## src/logic/rtc_count_pkg.sv

```systemverilog
package rtc_count_pkg;
  // ==========================================================
  // register byte addresses (word aligned)
  localparam logic [7:0] ADDR_MAIN_CTRL   = 8'h00;
  localparam logic [7:0] ADDR_ALARM_EN    = 8'h04;
  localparam logic [7:0] ADDR_IRQ_FLAGS   = 8'h08;
  localparam logic [7:0] ADDR_IRQ_EN      = 8'h0c;
  localparam logic [7:0] ADDR_XFER_CTRL   = 8'h10;
  localparam logic [7:0] ADDR_CD_CTRL     = 8'h14;
  localparam logic [7:0] ADDR_SEC         = 8'h18;
  localparam logic [7:0] ADDR_MIN         = 8'h1c;
  localparam logic [7:0] ADDR_HOUR        = 8'h20;
  localparam logic [7:0] ADDR_DAY         = 8'h24;
  localparam logic [7:0] ADDR_WDAY        = 8'h28;
  localparam logic [7:0] ADDR_MONTH       = 8'h2c;
  localparam logic [7:0] ADDR_YEAR        = 8'h30;
  localparam logic [7:0] ADDR_AL_MIN      = 8'h34;
  localparam logic [7:0] ADDR_AL_HOUR     = 8'h38;
  localparam logic [7:0] ADDR_AL_DAY      = 8'h3c;
  localparam logic [7:0] ADDR_AL_MONTH    = 8'h40;
  localparam logic [7:0] ADDR_AL_YEAR     = 8'h44;
  localparam logic [7:0] ADDR_RELOAD_LO   = 8'h48;
  localparam logic [7:0] ADDR_RELOAD_MID  = 8'h4c;
  localparam logic [7:0] ADDR_RELOAD_HI   = 8'h50;
  // ==========================================================
  // field positions
  localparam int BIT_OPERATE    = 0;
  localparam int BIT_ACTIVE     = 2;
  localparam int BIT_KEEP_CNT   = 4;
  localparam int BIT_COPYING    = 7;
  localparam int BIT_RECALL     = 0;
  localparam int BIT_SAVE       = 1;
  localparam int BIT_GO         = 0;
  localparam int BIT_PERIODIC   = 1;
  localparam int BIT_CD_ACTIVE  = 2;
  localparam int BIT_F_CD       = 4;
  localparam int BIT_F_ALARM    = 5;
  localparam int BIT_F_REWRITE  = 6;
  localparam int BIT_F_RECALL   = 7;
  localparam int CD_WIDTH       = 18;
  // ==========================================================
  // reset values and timing
  localparam logic [7:0]  RST_BYTE       = 8'h00;
  localparam logic [1:0]  AXI_OKAY       = 2'b00;
  localparam logic [1:0]  AXI_SLVERR     = 2'b10;
  localparam int          CLK_HZ         = 25000000;
  localparam int          HALF_SEC_MS    = 500;
  localparam int          HALF_SEC_CYC   = CLK_HZ / 1000 * HALF_SEC_MS;
  localparam int          CD_TICK_CYC    = CLK_HZ;
endpackage

```

## src/logic/rtc_count.sv

```systemverilog
// Added by the designer: the address map and the AXI4-Lite interface to the registers.
`timescale 1ns/10ps
module rtc_count
#(
  parameter int HALF_CYC = rtc_count_pkg::HALF_SEC_CYC,
  parameter int TICK_CYC = rtc_count_pkg::CD_TICK_CYC
)
(
  // clock and resets
  input  wire logic        aclk,
  input  wire logic        aresetn,
  input  wire logic        por_resetn,
  input  wire logic        rtc_resetn,
  // axi4-lite write
  input  wire logic [7:0]  s_awaddr,
  input  wire logic        s_awvalid,
  output logic             s_awready,
  input  wire logic [31:0] s_wdata,
  input  wire logic [3:0]  s_wstrb,
  input  wire logic        s_wvalid,
  output logic             s_wready,
  output logic [1:0]       s_bresp,
  output logic             s_bvalid,
  input  wire logic        s_bready,
  // axi4-lite read
  input  wire logic [7:0]  s_araddr,
  input  wire logic        s_arvalid,
  output logic             s_arready,
  output logic [31:0]      s_rdata,
  output logic [1:0]       s_rresp,
  output logic             s_rvalid,
  input  wire logic        s_rready,
  // pins and request
  output logic             half_second_pulse_out,
  output logic             irq
);
  import rtc_count_pkg::*;

  // ==========================================================
  // state
  logic [7:0] sec_r, min_r, hour_r, day_r, wday_r, mon_r, year_r;
  logic [7:0] al_min_r, al_hour_r, al_day_r, al_mon_r, al_year_r;
  logic [4:0] alarm_en_r;
  logic [7:0] flags_r, flags_nxt;
  logic [6:0] other_flags_r;
  logic       alarm_flag_r;
  logic       cold_start;
  logic [7:0] irq_en_r;
  logic       rtc_operate_r, rewrite_keep_counting_r, counter_recall_r;
  logic       countdown_go_r, countdown_periodic_r, countdown_active_r;
  logic [CD_WIDTH-1:0] reload_r, cd_r, cd_nxt;
  logic [31:0] half_cnt_r, tick_cnt_r;
  logic       half_r, pulse_r;
  logic [1:0] half_seen_r;
  logic       recall_busy_r;
  logic       aw_got_r, w_got_r;
  logic [7:0] awaddr_r;
  logic [31:0] wdata_r;
  logic [3:0]  wstrb_r;

  logic        wr_fire, rd_fire, wr_ok, half_tick, cd_tick, match, cd_under;
  logic [7:0]  wb;
  logic        go_nxt, active_nxt, al_en_rise;

  // field match with enable: disabled fields compare true
  function automatic logic fmatch(input logic en, input logic [7:0] a, input logic [7:0] b);
    fmatch = !en || (a == b);
  endfunction

  // ==========================================================
  // axi4-lite slave, one write and one read at a time
  assign s_awready = !aw_got_r && !s_bvalid;
  assign s_wready  = !w_got_r && !s_bvalid;
  assign s_arready = !s_rvalid;
  assign wr_fire   = aw_got_r && w_got_r && !s_bvalid;
  assign rd_fire   = s_arvalid && s_arready;
  assign wb        = wstrb_r[0] ? wdata_r[7:0] : RST_BYTE;
  assign wr_ok     = wr_fire && wstrb_r[0];

  always_ff @(posedge aclk)
  begin
    if (!aresetn)
    begin
      aw_got_r <= 1'b0;
      w_got_r  <= 1'b0;
      awaddr_r <= RST_BYTE;
      wdata_r  <= '0;
      wstrb_r  <= '0;
      s_bvalid <= 1'b0;
      s_bresp  <= AXI_OKAY;
    end
    else
    begin
      if (s_awvalid && s_awready)
      begin
        aw_got_r <= 1'b1;
        awaddr_r <= s_awaddr;
      end
      if (s_wvalid && s_wready)
      begin
        w_got_r <= 1'b1;
        wdata_r <= s_wdata;
        wstrb_r <= s_wstrb;
      end
      if (wr_fire)
      begin
        aw_got_r <= 1'b0;
        w_got_r  <= 1'b0;
        s_bvalid <= 1'b1;
        s_bresp  <= (awaddr_r <= ADDR_RELOAD_HI && awaddr_r[1:0] == 2'b00) ? AXI_OKAY
                                                                           : AXI_SLVERR;
      end
      else if (s_bvalid && s_bready)
        s_bvalid <= 1'b0;
    end
  end

  // read mux; unmapped answers slverr with zero data
  always_ff @(posedge aclk)
  begin
    if (!aresetn)
    begin
      s_rvalid <= 1'b0;
      s_rdata  <= '0;
      s_rresp  <= AXI_OKAY;
    end
    else if (rd_fire)
    begin
      s_rvalid <= 1'b1;
      s_rresp  <= AXI_OKAY;
      unique case (s_araddr)
        ADDR_MAIN_CTRL:  s_rdata <= {24'h0, 1'b0, 2'b00, rewrite_keep_counting_r, 1'b0,
                                     countdown_active_r | rtc_operate_r, 1'b0, rtc_operate_r};
        ADDR_ALARM_EN:   s_rdata <= {27'h0, alarm_en_r};
        ADDR_IRQ_FLAGS:  s_rdata <= {24'h0, flags_r};
        ADDR_IRQ_EN:     s_rdata <= {24'h0, irq_en_r};
        ADDR_XFER_CTRL:  s_rdata <= {31'h0, counter_recall_r};
        ADDR_CD_CTRL:    s_rdata <= {29'h0, countdown_active_r, countdown_periodic_r,
                                     countdown_go_r};
        ADDR_SEC:        s_rdata <= {24'h0, sec_r};
        ADDR_MIN:        s_rdata <= {24'h0, min_r};
        ADDR_HOUR:       s_rdata <= {24'h0, hour_r};
        ADDR_DAY:        s_rdata <= {24'h0, day_r};
        ADDR_WDAY:       s_rdata <= {24'h0, wday_r};
        ADDR_MONTH:      s_rdata <= {24'h0, mon_r};
        ADDR_YEAR:       s_rdata <= {24'h0, year_r};
        ADDR_AL_MIN:     s_rdata <= {24'h0, al_min_r};
        ADDR_AL_HOUR:    s_rdata <= {24'h0, al_hour_r};
        ADDR_AL_DAY:     s_rdata <= {24'h0, al_day_r};
        ADDR_AL_MONTH:   s_rdata <= {24'h0, al_mon_r};
        ADDR_AL_YEAR:    s_rdata <= {24'h0, al_year_r};
        ADDR_RELOAD_LO:  s_rdata <= {24'h0, reload_r[7:0]};
        ADDR_RELOAD_MID: s_rdata <= {24'h0, reload_r[15:8]};
        ADDR_RELOAD_HI:  s_rdata <= {30'h0, reload_r[17:16]};
        default:
        begin
          s_rdata <= '0;
          s_rresp <= AXI_SLVERR;
        end
      endcase
    end
    else if (s_rvalid && s_rready)
      s_rvalid <= 1'b0;
  end

  // ==========================================================
  // calendar and alarm store, bcd fields; not touched by any reset
  always_ff @(posedge aclk)
  begin
    if (wr_ok)
    begin
      unique case (awaddr_r)
        ADDR_SEC:      sec_r     <= {1'b0, wb[6:0]};
        ADDR_MIN:      min_r     <= {1'b0, wb[6:0]};
        ADDR_HOUR:     hour_r    <= {2'b00, wb[5:0]};
        ADDR_DAY:      day_r     <= {2'b00, wb[5:0]};
        ADDR_WDAY:     wday_r    <= {5'h0, wb[2:0]};
        ADDR_MONTH:    mon_r     <= {3'h0, wb[4:0]};
        ADDR_YEAR:     year_r    <= wb;
        ADDR_AL_MIN:   al_min_r  <= {1'b0, wb[6:0]};
        ADDR_AL_HOUR:  al_hour_r <= {2'b00, wb[5:0]};
        ADDR_AL_DAY:   al_day_r  <= {2'b00, wb[5:0]};
        ADDR_AL_MONTH: al_mon_r  <= {3'h0, wb[4:0]};
        ADDR_AL_YEAR:  al_year_r <= wb;
        default:       ;
      endcase
    end
  end

  // ==========================================================
  // half-second timebase, kept across each single reset
  // battery-side cold start: only all three resets at once clear this state,
  // so each reset alone leaves the timebase and calendar side running
  assign cold_start = !aresetn && !por_resetn && !rtc_resetn;
  assign half_tick  = (half_cnt_r == HALF_CYC - 1);
  always_ff @(posedge aclk)
  begin
    if (cold_start)
    begin
      half_cnt_r <= '0;
      pulse_r    <= 1'b0;
      half_r     <= 1'b0;
    end
    else
    begin
      half_cnt_r <= half_tick ? '0 : half_cnt_r + 32'd1;
      pulse_r    <= half_tick;
      if (half_tick)
        half_r <= !half_r;
    end
  end
  assign half_second_pulse_out = half_r;

  // ==========================================================
  // control bits, flags and countdown
  assign cd_tick  = countdown_active_r && (tick_cnt_r == TICK_CYC - 1);
  assign cd_under = cd_tick && (cd_r == '0);
  assign match    = fmatch(alarm_en_r[0], al_min_r, min_r)
                 && fmatch(alarm_en_r[1], al_hour_r, hour_r)
                 && fmatch(alarm_en_r[2], al_day_r, day_r)
                 && fmatch(alarm_en_r[3], al_mon_r, mon_r)
                 && fmatch(alarm_en_r[4], al_year_r, year_r);
  assign al_en_rise = wr_ok && awaddr_r == ADDR_ALARM_EN && |(wb[4:0] & ~alarm_en_r);

  always_comb
  begin
    flags_nxt  = flags_r;
    go_nxt     = countdown_go_r;
    active_nxt = countdown_active_r;
    cd_nxt     = cd_r;
    if (wr_ok && awaddr_r == ADDR_IRQ_FLAGS)
      flags_nxt = flags_r & wb;
    if (wr_ok && awaddr_r == ADDR_CD_CTRL)
      go_nxt = wb[BIT_GO];
    if (go_nxt && !countdown_active_r)
    begin
      active_nxt = 1'b1;
      cd_nxt     = reload_r;
    end
    else if (cd_under)
    begin
      flags_nxt[BIT_F_CD] = 1'b1;
      if (countdown_periodic_r)
        cd_nxt = reload_r;
      else
      begin
        go_nxt     = 1'b0;
        active_nxt = 1'b0;
      end
    end
    else if (cd_tick)
      cd_nxt = cd_r - 1'b1;
    if (!go_nxt && countdown_active_r && !cd_under && countdown_periodic_r)
      active_nxt = 1'b0;
    if (match && |alarm_en_r || al_en_rise)
      flags_nxt[BIT_F_ALARM] = 1'b1;
    if (rewrite_keep_counting_r && half_seen_r == 2'd1 && pulse_r)
      flags_nxt[BIT_F_REWRITE] = 1'b1;
    if (recall_busy_r)
      flags_nxt[BIT_F_RECALL] = 1'b1;
  end

  // alarm flag kept across always-on reset, cleared by software or cold start
  always_ff @(posedge aclk)
  begin
    if (cold_start)
      alarm_flag_r <= 1'b0;
    else
      alarm_flag_r <= flags_nxt[BIT_F_ALARM];
  end
  assign flags_r = {other_flags_r[6:5], alarm_flag_r, other_flags_r[4:0]};

  always_ff @(posedge aclk)
  begin
    if (!aresetn || !por_resetn)
    begin
      other_flags_r                <= '0;
      irq_en_r                     <= RST_BYTE;
      alarm_en_r                   <= '0;
      rewrite_keep_counting_r      <= 1'b0;
      counter_recall_r             <= 1'b0;
      recall_busy_r                <= 1'b0;
      countdown_periodic_r         <= 1'b0;
      reload_r                     <= '0;
      half_seen_r                  <= '0;
    end
    else
    begin
      other_flags_r    <= {flags_nxt[7:6], flags_nxt[4:0]};
      recall_busy_r    <= counter_recall_r;
      counter_recall_r <= (wr_ok && awaddr_r == ADDR_XFER_CTRL) ? wb[BIT_RECALL] : 1'b0;
      if (wr_ok)
      begin
        unique case (awaddr_r)
          ADDR_IRQ_EN:     irq_en_r <= wb;
          ADDR_ALARM_EN:   alarm_en_r <= wb[4:0];
          ADDR_MAIN_CTRL:  rewrite_keep_counting_r <= wb[BIT_KEEP_CNT];
          ADDR_CD_CTRL:    countdown_periodic_r <= wb[BIT_PERIODIC];
          ADDR_RELOAD_LO:  reload_r[7:0]   <= wb;
          ADDR_RELOAD_MID: reload_r[15:8]  <= wb;
          ADDR_RELOAD_HI:  reload_r[17:16] <= wb[1:0];
          default:         ;
        endcase
      end
      // two pulses seen while keep-counting stays set
      if (!rewrite_keep_counting_r)
        half_seen_r <= '0;
      else if (pulse_r && half_seen_r != 2'd2)
        half_seen_r <= half_seen_r + 2'd1;
    end
  end

  // operate bit lives with the calendar, kept across each single reset
  always_ff @(posedge aclk)
  begin
    if (cold_start)
      rtc_operate_r <= 1'b0;
    else if (wr_ok && awaddr_r == ADDR_MAIN_CTRL)
      rtc_operate_r <= wb[BIT_OPERATE];
  end

  // timer prescaler: cleared by power-on and system resets and while the countdown is idle, so rtc reset clears it a cycle later
  always_ff @(posedge aclk)
  begin
    if (!aresetn || !por_resetn || !countdown_active_r)
      tick_cnt_r <= '0;
    else
      tick_cnt_r <= (tick_cnt_r == TICK_CYC - 1) ? '0 : tick_cnt_r + 32'd1;
  end

  // timer counter: cleared by all three resets
  always_ff @(posedge aclk)
  begin
    if (!aresetn || !por_resetn || !rtc_resetn)
    begin
      cd_r               <= '0;
      countdown_go_r     <= 1'b0;
      countdown_active_r <= 1'b0;
    end
    else
    begin
      cd_r               <= cd_nxt;
      countdown_go_r     <= go_nxt;
      countdown_active_r <= active_nxt;
    end
  end

  assign irq = |(flags_r & irq_en_r);
endmodule

```

## config.mk

```make
export PLATFORM = sky130hd
export DESIGN_NAME = rtc_count
export DESIGN_NICKNAME = d
export VERILOG_FILES = /design/src/logic/rtc_count_pkg.sv /design/src/logic/rtc_count.sv
export SDC_FILE = /design/constraint.sdc
export NUM_CORES = 1
export LEC_CHECK = 0
export ABC_AREA = 1
export BUFFER_PORTS_ARGS = -buffer_cell sky130_fd_sc_hd__clkbuf_2
export CAP_MARGIN = 20
export CORE_MARGIN = 2
export CORE_UTILIZATION = 28
export CTS_CLUSTER_SIZE = 40
export DETAILED_ROUTE_END_ITERATION = 16
export HOLD_SLACK_MARGIN = 0.12
export SYNTH_ARGS = -nofsm -noshare
export SYNTH_HDL_FRONTEND = slang
export SYNTH_SLANG_ARGS = --single-unit
```

## constraint.sdc

```tcl
create_clock -name aclk -period 2.6 [get_ports aclk]
set_clock_uncertainty 0.05 [all_clocks]
set_input_delay 0.52 -clock aclk [delete_from_list [all_inputs] [get_ports aclk]]
set_output_delay 0.52 -clock aclk [all_outputs]
set_load 0.01 [all_outputs]
```

-- Word level (Yosys, flattened, before mapping)
Index checks and enable logic that the tools add are counted.
- bits in registers: 263
- bits of input ports: 61
- output and inout port bits: 43
- word-level logic and storage cells: 234
- $add $sub $neg: 4
- order comparisons: 1
- equal/unequal tests: 51
- multiplexer cells: 25
- bitwise logic cells: 8
- reductions and logical operators: 100
- operators by type and width (cell ; number):
    $pmux W8 S21 ; 1
    $eq A8 B6 Y1 const B ; 16
    $eq A8 B7 Y1 const B ; 10
    $mux W18 ; 4
    $add A32 B1 Y32 const B ; 2
    $eq A8 B5 Y1 const B ; 8
    $reduce_and A2 Y1 ; 21
    $logic_and A1 B1 Y1 ; 33
    $eq A32 B24 Y1 const B ; 1
    $eq A32 B25 Y1 const B ; 1
    $eq A8 B4 Y1 const B ; 4
    $reduce_or A21 Y1 ; 1
    $logic_not A18 Y1 ; 1
    $sub A18 B1 Y18 const B ; 1
    $and A8 B8 Y8 ; 2
    $eq A8 B3 Y1 const B ; 2
    $logic_not A1 Y1 ; 16
    $logic_not A8 Y1 ; 2
    $mux W1 ; 16
    $mux W8 ; 2
    $eq A6 B6 Y1 ; 2
    $reduce_bool A2 Y1 ; 6
    $reduce_or A2 Y1 ; 6
    $reduce_or A5 Y1 ; 2
    other kinds (18) ; 29

-- Logic depth before layout (Yosys ltp)
- depth after elaboration: 13
- mapped depth: 13
- depth with buffers taken out: 12

-- Least setup slack after synthesis
No wires, ideal clock.
- path type: register to register
- start: register tick_cnt_r[0]
- end: register cd_r[5]
- library setup time: 0.119 ns
- arrival: 1.560 ns
- required time: 2.431 ns
- slack: 0.870 ns
- stages on the path, launching flop included: 12
- path buffers: 1
- period minus slack after synthesis: 1.730 ns
- cell sequence: dfxtp_1 -> ha_1 -> nand3_2 -> nor2_1 -> nand2_2 -> nor2_8 -> nand3_4 -> nand2_4 -> buf_8 -> nand2_1 -> o21ai_1 -> a21oi_1
- cells in the longest elaborated chain, start to end: 5
- elaborated cells between the ends (all ways): 8
- those cells by class: eq/ne: 2; mux: 2; reduce/logical: 4
- ends and longest elaborated chain (what ; line ; source):
    start, declared ; rtc_count.sv:52 ; logic [31:0] half_cnt_r, tick_cnt_r;
    start signal, assigned ; rtc_count.sv:328 ; tick_cnt_r <= (tick_cnt_r == TICK_CYC - 1) ? '0 : tick_cnt_r + 32'd1;
    $eq A32 B25 Y1 (*) ; rtc_count.sv:216 ; assign cd_tick = countdown_active_r && (tick_cnt_r == TICK_CYC - 1);
    $logic_and A1 B1 Y1 (*) ; rtc_count.sv:216 ;
    $logic_and A1 B1 Y1 ; rtc_count.sv:217 ; assign cd_under = cd_tick && (cd_r == '0);
    $ne A3 B2 Y1 (no line), or another cell as far along ; - ;
    $reduce_and A2 Y1 (no line) or $mux W18 (tied branches) ; - ;
    end signal, assigned ; rtc_count.sv:342 ; cd_r <= cd_nxt;
    end, declared ; rtc_count.sv:51 ; logic [CD_WIDTH-1:0] reload_r, cd_r, cd_nxt;
Every way passes the cells marked *; elsewhere a longest branch is shown, timed or not.
A chain may end at the register's enable or synchronous reset.

-- Worst setup path after layout
- start: register tick_cnt_r[0]
- end: register cd_r[2]
The elaborated chain is that of the path after synthesis.

==> flow_summary.json <==
{
  "ys_types": 52,
  "hold_class": "input port to flop",
  "core_mm2": 0.0431,
  "post_cts_resized": 0,
  "viasPerCell": 4.73,
  "cts_tree": "built",
  "drt-wirelength-per-cell_um": 15.0,
  "place_ws_ps": 267,
  "finalCritPeriodShare_pct": 86.8,
  "async_reset_ff_share_pct": 0,
  "peakVddDrop_mv": 0.337,
  "setup_viol": 0,
  "path_class": "flop to flop",
  "yosysMostFrequentCell": "nand2_1",
  "pwr_density_cell_mw_per_mm2": 572,
  "ioPinCount": 104,
  "syn_area_per_cell_um2": 7.67,
  "synth-main-ff-cell": "dfxtp_1",
  "antennaDiodeCount": 0,
  "gr-total-overflow": 0,
  "synthTopCellsByArea": "dfxtp_1 (27%), edfxtp_1 (18%), nand2_1 (9.8%)",
  "cp.arrival_ps": 2630,
  "power_leakage_nw": 5.34,
  "p_sw_share_pct": 23.0,
  "route.detailed.drc": 0,
  "synth_top_area_share_pct": 26.7,
  "antenna_found_initial": 0,
  "ff_latch_area_mm2": 0.00549,
  "synth_commonest_cells": "nand2_1 (321), nor2_1 (208), inv_1 (176)",
  "cp_max_fo": 23,
  "drtIter0Drc": 983,
  "root_buffer": "clkbuf_16",
  "grt_first_pass_wirelength_um": 53500,
  "grtUsageTotal_pct": 14.9,
  "tightestPinTransition_ps": 637,
  "ys_warn_count": 0,
  "drt_first_pass_iters": 6,
  "ys_seq_elements": 237,
  "combPwrFrac_pct": 5.4,
  "p_int_mw": 6.13,
  "clockPowerShare_pct": 45.1,
  "period_needed_ps": 2260,
  "area_delta_synth_final_pct": 13.8,
  "rsz0062_at_grt": "no",
  "crit_path_end_kind": "flop",
  "clk_latency_ps": 530,
  "final_util_pct": 32.3,
  "tns_ps": 0,
  "via_count": 10694,
  "htreeDepth": 1,
  "slew_violations": 0,
  "hold_slack_ps": 222,
  "fill_cells": 4587,
  "multi_input_area_mm2": 0.00572,
  "drv_cap": 0,
  "dieArea_mm2": 0.0454,
  "wl_um": 34000,
  "clkSlewWorstSetupHoldPaths_ps": 60,
  "num_rows": 76,
  "cts_buffers": 25,
  "port_buffers": 50,
  "finalHoldViolCount": 0,
  "die_w_um": 213,
  "post_cts_buffers": 0,
  "fin_nets": 1726,
  "clockBufferDepth": 3,
  "final_antenna_net_count": 0,
  "grt_max_degree": 34,
  "holdBufCountCts": 0,
  "netlist_instances": 1594,
  "startpoint_type": "flop",
  "synth_edf_count": 74,
  "die_y_um": 213,
  "yosysSeqAreaShare_pct": 44.8,
  "clock-sinks": 237,
  "synth_area_leader_cell": "dfxtp_1",
  "p_switching_mw": 1.83,
  "hpwl_um": 25800,
  "worstPathRequired_ps": 2970,
  "final.setup.worst_slack_ps": 342,
  "syn-cell-area_mm2": 0.0122,
  "grt_pass1_vias": 10095,
  "gp_congestion": 0.963,
  "initial_utilization_pct": 28.4,
  "sequentialPowerShare_pct": 49.5,
  "status": "complete, no violations",
  "fmax_mhz": 443,
  "relSlewSlack_pct": 57.4,
  "drive_gt1_share_pct": 12.4
}
## final cells by class
cell class / instances / share of cell area, %
multi-input combinational: 1135 / 41.1
clock inverter: 7 / 0.593
timing repair buffer: 76 / 3.38
clock buffer: 37 / 5.25
tap: 585 / 5.26
inverter: 184 / 4.97
sequential: 237 / 39.4
## path summary, 6_finish.rpt
check                                              start  slack [ps]  depth (start not counted)                            end
worst max register to register  tick_cnt_r[0]$_SDFF_PP0_         340                         10           cd_r[2]$_SDFFE_PP0P_
worst min register to register  recall_busy_r$_SDFF_PP0_         390                          2  other_flags_r[6]$_SDFFE_PP0P_
worst max-delay path            tick_cnt_r[0]$_SDFF_PP0_         340                         10           cd_r[2]$_SDFFE_PP0P_
worst min-delay path                           s_awvalid         220                          3          aw_got_r$_SDFFE_PP0P_
## critical path, stage by stage (launching register included)
cell	delay, ps
dfxtp_1	370
ha_1	220
nand3_2	160
nor2_1	170
nand2_2	150
nor2_8	160
nand3_4	210
nand2_4	350
o21ai_0	140
nor2_1	130
nor2_2	40
## per-stage QoR
| step | power (mW) | instance area [um^2] | cells |
|---|---|---|---|
| 4_1_cts | 8.02 | 13900 | 2261 |
| 5_1_grt | 8.24 | 13900 | 2261 |
| 6_report | 7.96 | 13900 | 2261 |
| 3_5_place_dp | 4.45 | 13100 | 2217 |
| 2_1_floorplan | 4.32 | 12300 | 1619 |
| 3_3_place_gp | 4.45 | 13100 | 2217 |
## placed cells by master, fill, tap and decap left out, types with 12 or more instances in the layout
| cell type | instances |
|---|---|
| nand3_2 | 23 |
| xnor2_1 | 26 |
| o21ai_0 | 84 |
| nand2_2 | 14 |
| xor2_1 | 29 |
| conb_1 | 26 |
| buf_4 | 24 |
| clkbuf_2 | 50 |
| edfxtp_1 | 74 |
| nand4_1 | 21 |
| nor3_1 | 39 |
| clkbuf_16 | 25 |
| dfxtp_1 | 163 |
| nand3_1 | 134 |
| nor2_2 | 16 |
| nand2_1 | 321 |
| nor2_1 | 208 |
| inv_1 | 176 |
| or2_2 | 12 |
| a21oi_1 | 94 |
| nor4_1 | 14 |
## sequential cells by signal (all words and copies together), names as in the netlist, 8 cells and up
name        cells
half_cnt_r     32
tick_cnt_r     32
cd_r           18
reload_r       18
al_year_r       8
awaddr_r        8
irq_en_r        8
s_rdata         8
wdata_r         8
year_r          8
## power groups by stage
| stage | registers (mW) | logic (mW) | clock network, mW |
|---|---|---|---|
| after global routing | 3.95 | 0.492 | 3.80 |
| after floorplan | 4.01 | 0.315 | 0 |
| after global placement | 4.02 | 0.427 | 0 |
| final | 3.94 | 0.433 | 3.59 |
| after detailed placement | 4.02 | 0.432 | 0 |
| after CTS | 3.94 | 0.433 | 3.65 |
## routing by layer
metal | wire, um | global-route usage, % | share of wire (%)
met5 | 0 | 0 | 0
met4 | 807 | 3.18 | 2.4
met3 | 2200 | 2.03 | 6.5
met2 | 15700 | 24.7 | 46
met1 | 15300 | 20.4 | 45
## cells by family (layout without fill, tap and decap cells)
| logic type | Yosys count | in the layout | synth area share (%) |
|---|---|---|---|
| other | 1 | 26 | 0.0307 |
| xor gates and xnor gates | 55 | 55 | 3.94 |
| adders and majority gates | 6 | 6 | 0.614 |
| DFF | 237 | 237 | 44.8 |
| buffers and inverters | 247 | 304 | 9.13 |
| AOI/OAI and AO/OA | 216 | 216 | 9.57 |
| and+or+nand+nor | 832 | 832 | 31.9 |
No activity file was read; power rests on OpenSTA's default activity.
